**src/logic/tcfp_defs.vh**
```
// constants for the transmitter configuration function parser
// assumes inclusion by bare name from the design files
`ifndef TCFP_DEFS_VH
`define TCFP_DEFS_VH

// ----------------------------------------
// function identifier codes
// ----------------------------------------
`define TCFP_TAG_FREQ 8'h01
`define TCFP_TAG_POWER 8'h02
`define TCFP_TAG_PRIV 8'h03
`define TCFP_TAG_CELL 8'h04
`define TCFP_TAG_TRIG 8'h05
`define TCFP_TAG_WIDTH 8'h06
`define TCFP_TAG_SVC 8'h07

// ----------------------------------------
// payload byte positions and flag bit positions
// ----------------------------------------
`define TCFP_IDX_B0 8'h00
`define TCFP_IDX_B1 8'h01
`define TCFP_IDX_B2 8'h02
`define TCFP_FLAG_MSB 7
`define TCFP_FLAG_LSB 0

// ----------------------------------------
// channel width decode, in kHz
// ----------------------------------------
`define TCFP_WCODE_5M 7'h00
`define TCFP_WCODE_1M7 7'h01
`define TCFP_KHZ_5M 16'h1388
`define TCFP_KHZ_1M7 16'h06A4
`define TCFP_KHZ_NONE 16'h0000

// ----------------------------------------
// register byte offsets
// ----------------------------------------
`define TCFP_OFF_CTRL 8'h00
`define TCFP_OFF_STATUS 8'h04
`define TCFP_OFF_FREQ 8'h08
`define TCFP_OFF_POWER 8'h0C
`define TCFP_OFF_CELL 8'h10
`define TCFP_OFF_WIDTH 8'h14
`define TCFP_OFF_SVC0 8'h20
`define TCFP_OFF_SVC7 8'h3C

// ----------------------------------------
// register fields, reset values and ahb constants
// ----------------------------------------
`define TCFP_CTRL_RESET 2'h1
`define TCFP_CTRL_EN 0
`define TCFP_CTRL_DROP 1
`define TCFP_HTRANS_NONSEQ 1
`define TCFP_ZERO32 32'h00000000

`endif

```
**src/logic/tcfp_fifo.v**
```verilog
// byte buffer between the packet inserter stream and the parser
// assumes one clock, writer and reader each honour valid and ready
`timescale 1ns/100ps
`default_nettype none

module tcfp_fifo #(
    parameter W = 9,
    parameter D = 8,
    parameter AW = 3
) (
    input wire hclk,
    input wire hresetn,
    input wire in_valid,
    input wire [W-1:0] in_data,
    output reg in_ready,
    output wire out_valid,
    output wire [W-1:0] out_data,
    input wire out_ready
);

    reg [W-1:0] mem_reg [0:D-1];
    reg [AW-1:0] wptr_reg;
    reg [AW-1:0] rptr_reg;
    reg [AW:0] count_reg;
    wire push;
    wire pop;
    reg [AW:0] count_next;

    // handshakes on both sides
    assign push = in_valid & in_ready;
    assign pop = out_valid & out_ready;
    assign out_valid = (count_reg != {(AW+1){1'b0}});
    assign out_data = mem_reg[rptr_reg];

    // occupancy after this cycle
    always @* begin
        count_next = count_reg;
        if (push & ~pop) begin
            count_next = count_reg + 1'b1;
        end else if (pop & ~push) begin
            count_next = count_reg - 1'b1;
        end
    end

    // storage write
    always @(posedge hclk) begin
        if (push) begin
            mem_reg[wptr_reg] <= in_data;
        end
    end

    // pointers, count and registered ready
    always @(posedge hclk or negedge hresetn) begin
        if (!hresetn) begin
            wptr_reg <= {AW{1'b0}};
            rptr_reg <= {AW{1'b0}};
            count_reg <= {(AW+1){1'b0}};
            in_ready <= 1'b0;
        end else begin
            if (push) begin
                wptr_reg <= (wptr_reg == D - 1) ? {AW{1'b0}} : wptr_reg + 1'b1;
            end
            if (pop) begin
                rptr_reg <= (rptr_reg == D - 1) ? {AW{1'b0}} : rptr_reg + 1'b1;
            end
            count_reg <= count_next;
            in_ready <= (count_next != D[AW:0]);
        end
    end

endmodule
`default_nettype wire

```
**src/logic/tcfp_top.v**
```verilog
// transmitter configuration function parser with ahb-lite registers
// assumes byte stream from the packet inserter, one clock, one ahb master
// Summary of operation
// - each function opens with an 8-bit identifier, 0x01 to 0x07 handled here
// - an 8-bit byte count follows the identifier and delimits the function
// - 24-bit signed carrier shift in hertz, msb first, drives the frequency output
// - 16-bit unsigned radiated level in 0.1 dB steps drives the level output
// - opaque payload bytes pass out uninterpreted to vendor logic
// - serving-area command holds 16-bit code, deferral flag, seven reserved bits
// - serving-area code applies at once when flag clear, else waits for trigger
// - trigger carries a list of 8-bit identifiers of held functions
// - trigger applies the held parameters of every function it names
// - channel-width byte holds 7-bit code then the deferral flag
// - width code 0 is 5 MHz, 1 is 1.7 MHz, others reserved
// - width applies at once when flag clear, else waits for trigger
// - service list of 8-bit numbers, then deferral flag and seven reserved bits
// - services missing from the active list are discarded
// - service list activates at once when flag clear, else waits for trigger
//
// The register addresses and the AHB-Lite slave port were chosen for this implementation.
`timescale 1ns/100ps
`default_nettype none
`include "tcfp_defs.vh"

module tcfp_top #(
    parameter FIFO_DEPTH = 8,
    parameter FIFO_AW = 3
) (
    input wire hclk,
    input wire hresetn,
    input wire hsel,
    input wire [31:0] haddr,
    input wire [1:0] htrans,
    input wire hwrite,
    input wire [2:0] hsize,
    input wire [31:0] hwdata,
    input wire hready,
    output reg [31:0] hrdata,
    output reg hreadyout,
    output reg hresp,
    input wire nip_valid,
    input wire [7:0] nip_data,
    input wire nip_start,
    output wire nip_ready,
    input wire [7:0] svc_query,
    output reg svc_keep,
    output reg [23:0] freq_offset,
    output reg [15:0] effective_radiated_level,
    output reg [15:0] serving_area_code,
    output reg [6:0] channel_width_code,
    output reg [15:0] channel_width_khz,
    output reg priv_valid,
    output reg [7:0] priv_data
);

    // ----------------------------------------
    // parser states
    // ----------------------------------------
    localparam [2:0] ST_TAG = 3'b001;
    localparam [2:0] ST_LEN = 3'b010;
    localparam [2:0] ST_BODY = 3'b100;

    reg [2:0] state_reg;
    reg [7:0] tag_reg;
    reg [7:0] len_reg;
    reg [7:0] idx_reg;
    reg [15:0] shift_reg;
    reg [1:0] ctrl_reg;
    reg [7:0] skip_cnt_reg;
    reg cell_pend_reg;
    reg [15:0] cell_slot_reg;
    reg width_pend_reg;
    reg [6:0] width_slot_reg;
    reg svc_pend_reg;
    reg [255:0] svc_stage_reg;
    reg [255:0] svc_slot_reg;
    reg [255:0] svc_active_reg;
    reg wr_pend_reg;
    reg [7:0] wr_addr_reg;
    reg [31:0] rd_next;
    reg [15:0] khz_next;

    wire fifo_valid;
    wire [8:0] fifo_data;
    wire pop;
    wire [7:0] byte_in;
    wire first;
    wire last;
    wire addr_phase;

    // ----------------------------------------
    // input buffer
    // ----------------------------------------
    // parser stalls while disabled, so the buffer fills and pushes back
    tcfp_fifo #(
        .W(9),
        .D(FIFO_DEPTH),
        .AW(FIFO_AW)
    ) tcfp_fifo_inst (
        .hclk(hclk),
        .hresetn(hresetn),
        .in_valid(nip_valid),
        .in_data({nip_start, nip_data}),
        .in_ready(nip_ready),
        .out_valid(fifo_valid),
        .out_data(fifo_data),
        .out_ready(ctrl_reg[`TCFP_CTRL_EN])
    );

    assign pop = fifo_valid & ctrl_reg[`TCFP_CTRL_EN];
    assign byte_in = fifo_data[7:0];
    assign first = fifo_data[8];
    assign last = (idx_reg == len_reg - 1'b1);

    // width code to kHz
    always @* begin
        case (channel_width_code)
            `TCFP_WCODE_5M: khz_next = `TCFP_KHZ_5M;
            `TCFP_WCODE_1M7: khz_next = `TCFP_KHZ_1M7;
            default: khz_next = `TCFP_KHZ_NONE;
        endcase
    end

    // ----------------------------------------
    // function parser
    // ----------------------------------------
    // one byte per cycle; a start-marked byte always resyncs to identifier
    always @(posedge hclk or negedge hresetn) begin
        if (!hresetn) begin
            state_reg <= ST_TAG;
            tag_reg <= 8'h00;
            len_reg <= 8'h00;
            idx_reg <= 8'h00;
            shift_reg <= 16'h0000;
            skip_cnt_reg <= 8'h00;
            cell_pend_reg <= 1'b0;
            cell_slot_reg <= 16'h0000;
            width_pend_reg <= 1'b0;
            width_slot_reg <= 7'h00;
            svc_pend_reg <= 1'b0;
            svc_stage_reg <= {256{1'b0}};
            svc_slot_reg <= {256{1'b0}};
            svc_active_reg <= {256{1'b0}};
            freq_offset <= 24'h000000;
            effective_radiated_level <= 16'h0000;
            serving_area_code <= 16'h0000;
            channel_width_code <= 7'h00;
            channel_width_khz <= `TCFP_KHZ_5M;
            priv_valid <= 1'b0;
            priv_data <= 8'h00;
        end else begin
            priv_valid <= 1'b0;
            channel_width_khz <= khz_next == `TCFP_KHZ_NONE ? channel_width_khz : khz_next;
            if (pop) begin
                if (first || state_reg == ST_TAG) begin
                    tag_reg <= byte_in;
                    state_reg <= ST_LEN;
                end else begin
                    case (state_reg)
                        ST_LEN: begin
                            len_reg <= byte_in;
                            idx_reg <= 8'h00;
                            svc_stage_reg <= {256{1'b0}};
                            state_reg <= (byte_in == 8'h00) ? ST_TAG : ST_BODY;
                            if (tag_reg < `TCFP_TAG_FREQ || tag_reg > `TCFP_TAG_SVC) begin
                                skip_cnt_reg <= skip_cnt_reg + 1'b1;
                            end
                        end
                        ST_BODY: begin
                            idx_reg <= idx_reg + 1'b1;
                            shift_reg <= {shift_reg[7:0], byte_in};
                            if (last) begin
                                state_reg <= ST_TAG;
                            end
                            case (tag_reg)
                                `TCFP_TAG_FREQ: begin
                                    if (idx_reg == `TCFP_IDX_B2) begin
                                        freq_offset <= {shift_reg, byte_in};
                                    end
                                end
                                `TCFP_TAG_POWER: begin
                                    if (idx_reg == `TCFP_IDX_B1) begin
                                        effective_radiated_level <= {shift_reg[7:0], byte_in};
                                    end
                                end
                                `TCFP_TAG_PRIV: begin
                                    priv_valid <= 1'b1;
                                    priv_data <= byte_in;
                                end
                                `TCFP_TAG_CELL: begin
                                    if (idx_reg == `TCFP_IDX_B2) begin
                                        if (byte_in[`TCFP_FLAG_MSB]) begin
                                            cell_slot_reg <= shift_reg;
                                            cell_pend_reg <= 1'b1;
                                        end else begin
                                            serving_area_code <= shift_reg;
                                        end
                                    end
                                end
                                `TCFP_TAG_TRIG: begin
                                    // each listed identifier applies and frees its slot
                                    if (byte_in == `TCFP_TAG_CELL && cell_pend_reg) begin
                                        serving_area_code <= cell_slot_reg;
                                        cell_pend_reg <= 1'b0;
                                    end
                                    if (byte_in == `TCFP_TAG_WIDTH && width_pend_reg) begin
                                        channel_width_code <= width_slot_reg;
                                        width_pend_reg <= 1'b0;
                                    end
                                    if (byte_in == `TCFP_TAG_SVC && svc_pend_reg) begin
                                        svc_active_reg <= svc_slot_reg;
                                        svc_pend_reg <= 1'b0;
                                    end
                                end
                                `TCFP_TAG_WIDTH: begin
                                    if (idx_reg == `TCFP_IDX_B0) begin
                                        if (byte_in[`TCFP_FLAG_LSB]) begin
                                            width_slot_reg <= byte_in[7:1];
                                            width_pend_reg <= 1'b1;
                                        end else begin
                                            channel_width_code <= byte_in[7:1];
                                        end
                                    end
                                end
                                `TCFP_TAG_SVC: begin
                                    if (!last) begin
                                        svc_stage_reg[byte_in] <= 1'b1;
                                    end else if (byte_in[`TCFP_FLAG_MSB]) begin
                                        svc_slot_reg <= svc_stage_reg;
                                        svc_pend_reg <= 1'b1;
                                    end else begin
                                        svc_active_reg <= svc_stage_reg;
                                    end
                                end
                                default: begin
                                    // unknown identifier, bytes counted off only
                                end
                            endcase
                        end
                        default: state_reg <= ST_TAG;
                    endcase
                end
            end
        end
    end

    // service filter lookup for the downstream multiplexer
    always @(posedge hclk or negedge hresetn) begin
        if (!hresetn) begin
            svc_keep <= 1'b0;
        end else begin
            svc_keep <= svc_active_reg[svc_query];
        end
    end

    // ----------------------------------------
    // ahb-lite register slave
    // ----------------------------------------
    assign addr_phase = hsel & htrans[`TCFP_HTRANS_NONSEQ] & hready;

    // read mux, sampled in the address phase so data stands in the data phase
    always @* begin
        rd_next = `TCFP_ZERO32;
        case (haddr[7:0])
            `TCFP_OFF_CTRL: rd_next = {30'h0, ctrl_reg};
            `TCFP_OFF_STATUS: rd_next = {16'h0000, skip_cnt_reg, 3'h0, state_reg == ST_TAG,
                (khz_next == `TCFP_KHZ_NONE), svc_pend_reg, width_pend_reg,
                cell_pend_reg};
            `TCFP_OFF_FREQ: rd_next = {{8{freq_offset[23]}}, freq_offset};
            `TCFP_OFF_POWER: rd_next = {16'h0000, effective_radiated_level};
            `TCFP_OFF_CELL: rd_next = {16'h0000, serving_area_code};
            `TCFP_OFF_WIDTH: rd_next = {channel_width_khz, 9'h000, channel_width_code};
            default: begin
                if (haddr[7:0] >= `TCFP_OFF_SVC0 && haddr[7:0] <= `TCFP_OFF_SVC7) begin
                    rd_next = svc_active_reg[{haddr[4:2], 5'h00} +: 32];
                end
            end
        endcase
    end

    // address latch, control write, read data, always ready and okay
    always @(posedge hclk or negedge hresetn) begin
        if (!hresetn) begin
            wr_pend_reg <= 1'b0;
            wr_addr_reg <= 8'h00;
            ctrl_reg <= `TCFP_CTRL_RESET;
            hrdata <= `TCFP_ZERO32;
            hreadyout <= 1'b1;
            hresp <= 1'b0;
        end else begin
            hreadyout <= 1'b1;
            hresp <= 1'b0;
            if (wr_pend_reg && wr_addr_reg == `TCFP_OFF_CTRL) begin
                ctrl_reg <= hwdata[1:0];
            end
            if (hready) begin
                wr_pend_reg <= addr_phase & hwrite;
                wr_addr_reg <= haddr[7:0];
            end
            if (addr_phase && !hwrite) begin
                hrdata <= rd_next;
            end
        end
    end

endmodule
`default_nettype wire

```
**config.mk**
```make
export PLATFORM = sky130hd
export DESIGN_NAME = tcfp_top
export DESIGN_NICKNAME = d
export VERILOG_FILES = /design/src/logic/tcfp_fifo.v /design/src/logic/tcfp_top.v
export VERILOG_INCLUDE_DIRS = /design/src /design/src/logic
export SDC_FILE = /design/constraint.sdc
export NUM_CORES = 2
export LEC_CHECK = 0
export BUFFER_PORTS_ARGS = -buffer_cell sky130_fd_sc_hd__buf_2
export CORE_MARGIN = 4
export CORE_UTILIZATION = 55
export CTS_CLUSTER_DIAMETER = 120
export DETAILED_ROUTE_END_ITERATION = 10
export PLACE_DENSITY_LB_ADDON = 0.1
export REMOVE_ABC_BUFFERS = 1
export SLEW_MARGIN = 15
export SYNTH_ARGS = -nofsm -noshare
export SYNTH_HDL_FRONTEND = slang
export SYNTH_HIERARCHICAL = 1
export SYNTH_SLANG_ARGS = --single-unit
export TNS_END_PERCENT = 20
```
**constraint.sdc**
```tcl
create_clock -name hclk -period 8.15 [get_ports hclk]
set_clock_uncertainty 0.15 [all_clocks]
set_input_delay 1.2225 -clock hclk [delete_from_list [all_inputs] [get_ports hclk]]
set_output_delay 1.2225 -clock hclk [all_outputs]
set_load 0.01 [all_outputs]
```
Yosys cells after proc, flatten, opt, wreduce, memory -nomap -nowiden
Memories as Yosys holds them, arrays and structs flattened. Index checks and enable logic that the tools add are counted.

Flip-flop bits (word level): 988. RAM bits: 72. Bits of input ports: 92. Output and inout port bits: 124. Word-level logic and storage cells: 185. Memories: 1.

$add $sub $neg: 7. $lt $le $gt $ge: 7. Equality and inequality tests: 40. Shifts and indexed selects: 1. Multiplexer cells: 48. Bitwise operators: 11. Reduce and logical (&&, ||, !) cells: 40.

Memory list: tcfp_fifo_inst.mem_reg (words 8, width 9, read ports 1, clocked after memory_dff 0, wr ports 1, RTL line tcfp_fifo.v:21) `reg [W-1:0] mem_reg [0:D-1];`.

Operator list (count): two-way mux 256 bit (5); case mux 256 bit (2 select lines) (2); OR 256 bit (1); indexed part select 256 x 9 -> 32 bit (1); case mux 32 bit (6 select lines) (1); == test 8 x 3 -> 1 bit (second input constant) (8); two-way mux 16 bit (3); AND reduction 7 bit (6); zero test 8 bit (4); two-way mux 32 bit (1); case mux 16 bit (2 select lines) (1); != test 2 bit (second input constant) (14); case mux 13 bit (2 select lines) (1); == test 8 x 2 -> 1 bit (second input constant) (3); two-way mux 7 bit (3); less-than comparator 8 x 9 -> 1 bit (second input constant) (2); AND reduction 6 bit (3); adder 8 x 1 -> 8 bit (second input constant) (2); == test 8 x 1 -> 1 bit (second input constant) (2); == test 8 x 4 -> 1 bit (second input constant) (2); == test 8 x 5 -> 1 bit (second input constant) (2); zero test 16 bit (1); two-way mux 1 bit (16); case mux 8 bit (2 select lines) (1); 35 further kinds (69).

Depth between registers and ports, before layout
An unclocked memory read counts as a cell.

Depth in word-level cells: 9. Gate-level depth with buffers: 14. Depth with buffers taken out: 10.

Hierarchy
The synthesis kept the hierarchy.

Modules (own cells, without submodules): tcfp_top (times used 1, cells each 3965, area each 45568.7 um^2, sequential area each 24128.1 um^2); tcfp_fifo (times used 1, cells each 177, area each 3390.8 um^2, sequential area each 2437.3 um^2).

Least setup slack after synthesis
Ideal clock, no wire load.

Path kind: reg-to-reg. Start point: register tcfp_fifo_inst.rptr_reg[0]. End point: register svc_active_reg[65]. Setup time: 0.125 ns. Arrival time: 3.963 ns. Data required time: 7.875 ns. Setup slack: 3.912 ns. Cell stages (with the launch flop): 13. Buffers on the path: 5. Clock period less this slack: 4.238 ns. Cell sequence: dfrtp_1 clkbuf_1 mux4_2 mux2_2 nor4b_1 and2_0 clkbuf_1 clkbuf_1 o21ai_0 nor4_1 clkbuf_1 buf_2 mux2_2.

Elaborated cells on any way between the ends: 8. Classes of those cells: eq/ne: 3; bitwise: 1; reduce/logical: 3; memory: 1.

RTL lines: from (decl) (RTL line tcfp_fifo.v:23) `reg [AW-1:0] rptr_reg;`; from (signal assigned) (RTL line tcfp_fifo.v:56) `rptr_reg <= {AW{1'b0}};`; from (signal assigned) (RTL line tcfp_fifo.v:64) `rptr_reg <= (rptr_reg == D - 1) ? {AW{1'b0}} : rptr_reg + 1'b1;`; memory (8 x 9 bit); named net fifo_data[8] (RTL line tcfp_top.v:84) `wire [8:0] fifo_data;`; logical OR 1 bit (RTL line tcfp_top.v:155) `if (first || state_reg == ST_TAG) begin`; NOT 1 bit (no source line); AND reduction 7 bit (no source line); to (signal assigned) (RTL line tcfp_top.v:143) `svc_active_reg <= {256{1'b0}};`; to (signal assigned) (RTL line tcfp_top.v:211) `svc_active_reg <= svc_slot_reg;`; to (signal assigned) (RTL line tcfp_top.v:232) `svc_active_reg <= svc_stage_reg;`; to (decl) (RTL line tcfp_top.v:77) `reg [255:0] svc_active_reg;`.

The timed path passes the listed nets, and every way through them passes these cells. A chain may end at the register's enable or synchronous reset.

Worst setup path after layout
Start point: register tcfp_fifo_inst.rptr_reg[1]. End point: register svc_slot_reg[21].

Longest elaborated chain between the ends: 4.

Ends and longest elaborated chain: memory (8 x 9 bit); named net fifo_data[8] (RTL line tcfp_top.v:84); logical OR 1 bit (RTL line tcfp_top.v:155); NOT 1 bit (no source line); AND reduction 6 bit (no source line); to (signal assigned) (RTL line tcfp_top.v:142) `svc_slot_reg <= {256{1'b0}};`; to (signal assigned) (RTL line tcfp_top.v:229) `svc_slot_reg <= svc_stage_reg;`; to (decl) (RTL line tcfp_top.v:76) `reg [255:0] svc_slot_reg;`.

The timed path passes the listed nets, and every way through them passes these cells.

==> flow_summary.json <==
{
  "status": "complete, no violations",
  "tritoncts": "built",
  "power.total_mw": 12.8,
  "finalHoldViolations": 0,
  "final-seq-area_sq_mm": 0.0266,
  "end_kind": "register",
  "drive_gt1_frac": 0.261,
  "setup_viol": 0,
  "clock_tree.buffer_depth": 3,
  "final_core_util": 0.613,
  "dpl.cell_count": 5221,
  "dieArea_sq_mm": 0.0939,
  "cts_hold_buf": 0,
  "cts.htree.levels": 3,
  "grt_overflow": 0,
  "final_common_cell": "nand2_1",
  "met2_usage": 0.432,
  "via_per_inst": 6.00,
  "grt_pass1_wl_mm": 204,
  "wl_mm": 133,
  "fin_nets": 4272,
  "cts.sinks": 1047,
  "portBuffers": 147,
  "synth_top_flop_cell": "dfrtp_1",
  "drv_slew": 0,
  "rsz0062_at_grt": "no",
  "vias": 32600,
  "ys_async_sr_fraction": 0.931,
  "top_level_ports": 216,
  "avgSynthCellArea_sq_um": 11.8,
  "cp-start-kind": "register",
  "cts_buffers": 110,
  "irDropWorstVdd_mv": 0.281,
  "routedWlPerCell_microns": 24.5,
  "grt.busiest_layer": "met2",
  "root_buffer": "clkbuf_16",
  "hpwl_mm": 79.6,
  "relSlewSlack": 0.219,
  "worst_pin_slew_ps": 1170,
  "core_sq_mm": 0.0884,
  "initialDrtViolationCount": 3339,
  "syn_to_final_growth_pct": 10.7,
  "synth_seq_area_share": 0.543,
  "mostFrequentLayoutCells": "nand2_1, dfrtp_1, mux2_2",
  "place_area_sq_mm": 0.0506,
  "leakagePower_nw": 26.7,
  "gr-usage-met3": 0.0418,
  "crit_required_ps": 8560,
  "gp_congestion": 0.839,
  "drc": 0,
  "fmax_ghz": 0.195,
  "fin_crit_sh": 0.630,
  "clk_pin_slew_ps": 60,
  "synth_edf_count": 72,
  "maxCapViolations": 0,
  "antenna_found_initial": 8,
  "synth-seq-cells": 1047,
  "synthTopCellsByArea": "dfrtp_1, nand2_1, mux2_2, mux2_4, mux4_2",
  "row_count": 109,
  "die-height_microns": 306,
  "fin_cells": 5427,
  "worstHoldPathType": "register to register",
  "grt_max_degree": 169,
  "yosys_warnings": 6,
  "syn-cell-area_sq_mm": 0.0490,
  "drtPass1Iterations": 8,
  "min_period_ps": 5140,
  "arrival_ps": 5550,
  "grt_pass1_vias": 31900,
  "die_x_microns": 306,
  "use_met1": 0.422,
  "powerDensity_mw_per_mm2": 236,
  "clk_latency_ps": 690,
  "path_class": "register to register",
  "yosys.area.top_type": "dfrtp_1",
  "synth_top_area_share": 0.496,
  "synth_cell_types": 76,
  "final_cell_area_sq_mm": 0.0542,
  "initial_core_util": 0.554,
  "multiInputGateArea_sq_mm": 0.0211,
  "postCtsSetupBuffers": 0,
  "crit_path_max_fanout": 107,
  "ant_nets": 0,
  "nFillCells": 7090,
  "track_usage": 0.282,
  "cts_resized": 0,
  "syn_inst": 4142
}
## worst max-delay path, cell delays in order (launching register included)
cell     delay (ps)
dfrtp_1         900
mux4_2          410
mux2_2          340
nor4b_1         640
and2_1          250
nand3_1          80
or4_4           710
buf_4           470
buf_12          370
mux2_1          480
## logic make-up after synthesis
family / share of synthesized area
xor+xnor: 0.00429
compound gates: 0.0609
fa+ha+maj: 0.00307
simple gates: 0.117
buf+inv: 0.0309
mux: 0.241
other cells: 0.000153
flops: 0.543
## metal layers
metal,wire (microns),vias to the layer above,share of wire
li1,-,14600,-
met1,60400,16900,0.45
met2,60700,969,0.46
met3,7560,196,0.057
met4,4150,0,0.031
met5,0,-,0
## layout make-up
| type | instances | share of cell area |
|---|---|---|
| Sequential cell | 1047 | 0.490 |
| Clock inverter | 34 | 0.00750 |
| Inverter | 15 | 0.00104 |
| Multi-Input combinational cell | 2783 | 0.389 |
| Timing Repair Buffer | 211 | 0.0258 |
| Antenna cell | 3 | 0.000138 |
| Clock buffer | 169 | 0.0593 |
| Tap cell | 1165 | 0.0269 |
## Yosys cell counts, types with 5 or more instances
| library cell | n |
|---|---|
| a21o_1 | 8 |
| a21oi_1 | 35 |
| a221oi_1 | 13 |
| a222oi_1 | 14 |
| a22o_1 | 59 |
| a22oi_1 | 10 |
| a31oi_1 | 15 |
| and2_1 | 8 |
| and3_1 | 21 |
| buf_1 | 27 |
| buf_2 | 41 |
| buf_4 | 15 |
| buf_6 | 27 |
| clkbuf_1 | 195 |
| dfrtp_1 | 971 |
| edfxtp_1 | 72 |
| ha_1 | 12 |
| inv_1 | 14 |
| mux2_1 | 69 |
| mux2_2 | 347 |
| mux2_4 | 228 |
| mux2i_1 | 105 |
| mux4_2 | 117 |
| nand2_1 | 1110 |
| nand2b_1 | 6 |
| nand3_1 | 26 |
| nand4_1 | 11 |
| nand4b_1 | 5 |
| nor2_1 | 85 |
| nor2b_1 | 18 |
| nor3_1 | 69 |
| nor4_1 | 12 |
| o21ai_0 | 235 |
| o22a_1 | 7 |
| o22ai_1 | 23 |
| o311ai_0 | 5 |
| o311ai_1 | 8 |
| o31ai_1 | 6 |
| xnor2_1 | 15 |
| xor2_1 | 9 |
## final timing paths
kind	from	end	slack (ps)	cells after the start
min in group asynchronous	hresetn	svc_slot_reg[28]$_DFFE_PN0P_	470	1
worst min-delay path	hrdata[14]$_DFFE_PN0P_	hrdata[14]$_DFFE_PN0P_	330	2
worst min register to register	hrdata[14]$_DFFE_PN0P_	hrdata[14]$_DFFE_PN0P_	330	2
worst max-delay path	tcfp_fifo_inst/rptr_reg[1]$_DFFE_PN0P_	svc_slot_reg[21]$_DFFE_PN0P_	3010	9
max in group asynchronous	hresetn	svc_active_reg[250]$_DFFE_PN0P_	5900	2
worst max register to register	tcfp_fifo_inst/rptr_reg[1]$_DFFE_PN0P_	svc_slot_reg[21]$_DFFE_PN0P_	3010	9
## where the power goes
part	internal (mW)	switching (mW)
Clock	2.96	2.10
Combinational	0.533	1.52
Sequential	5.46	0.239
## metrics by stage
stage                     setup slack (ps)  hold WS (ps)  setup TNS, ps
final                                 3010           329              0
after floorplan                     -25930           288       -9731440
after global routing                  2810           348              0
after global placement                3060           316              0
after detailed placement              3050           320              0
after CTS                             3050           332              0
Note: power is estimated with default switching activity, not from simulation.
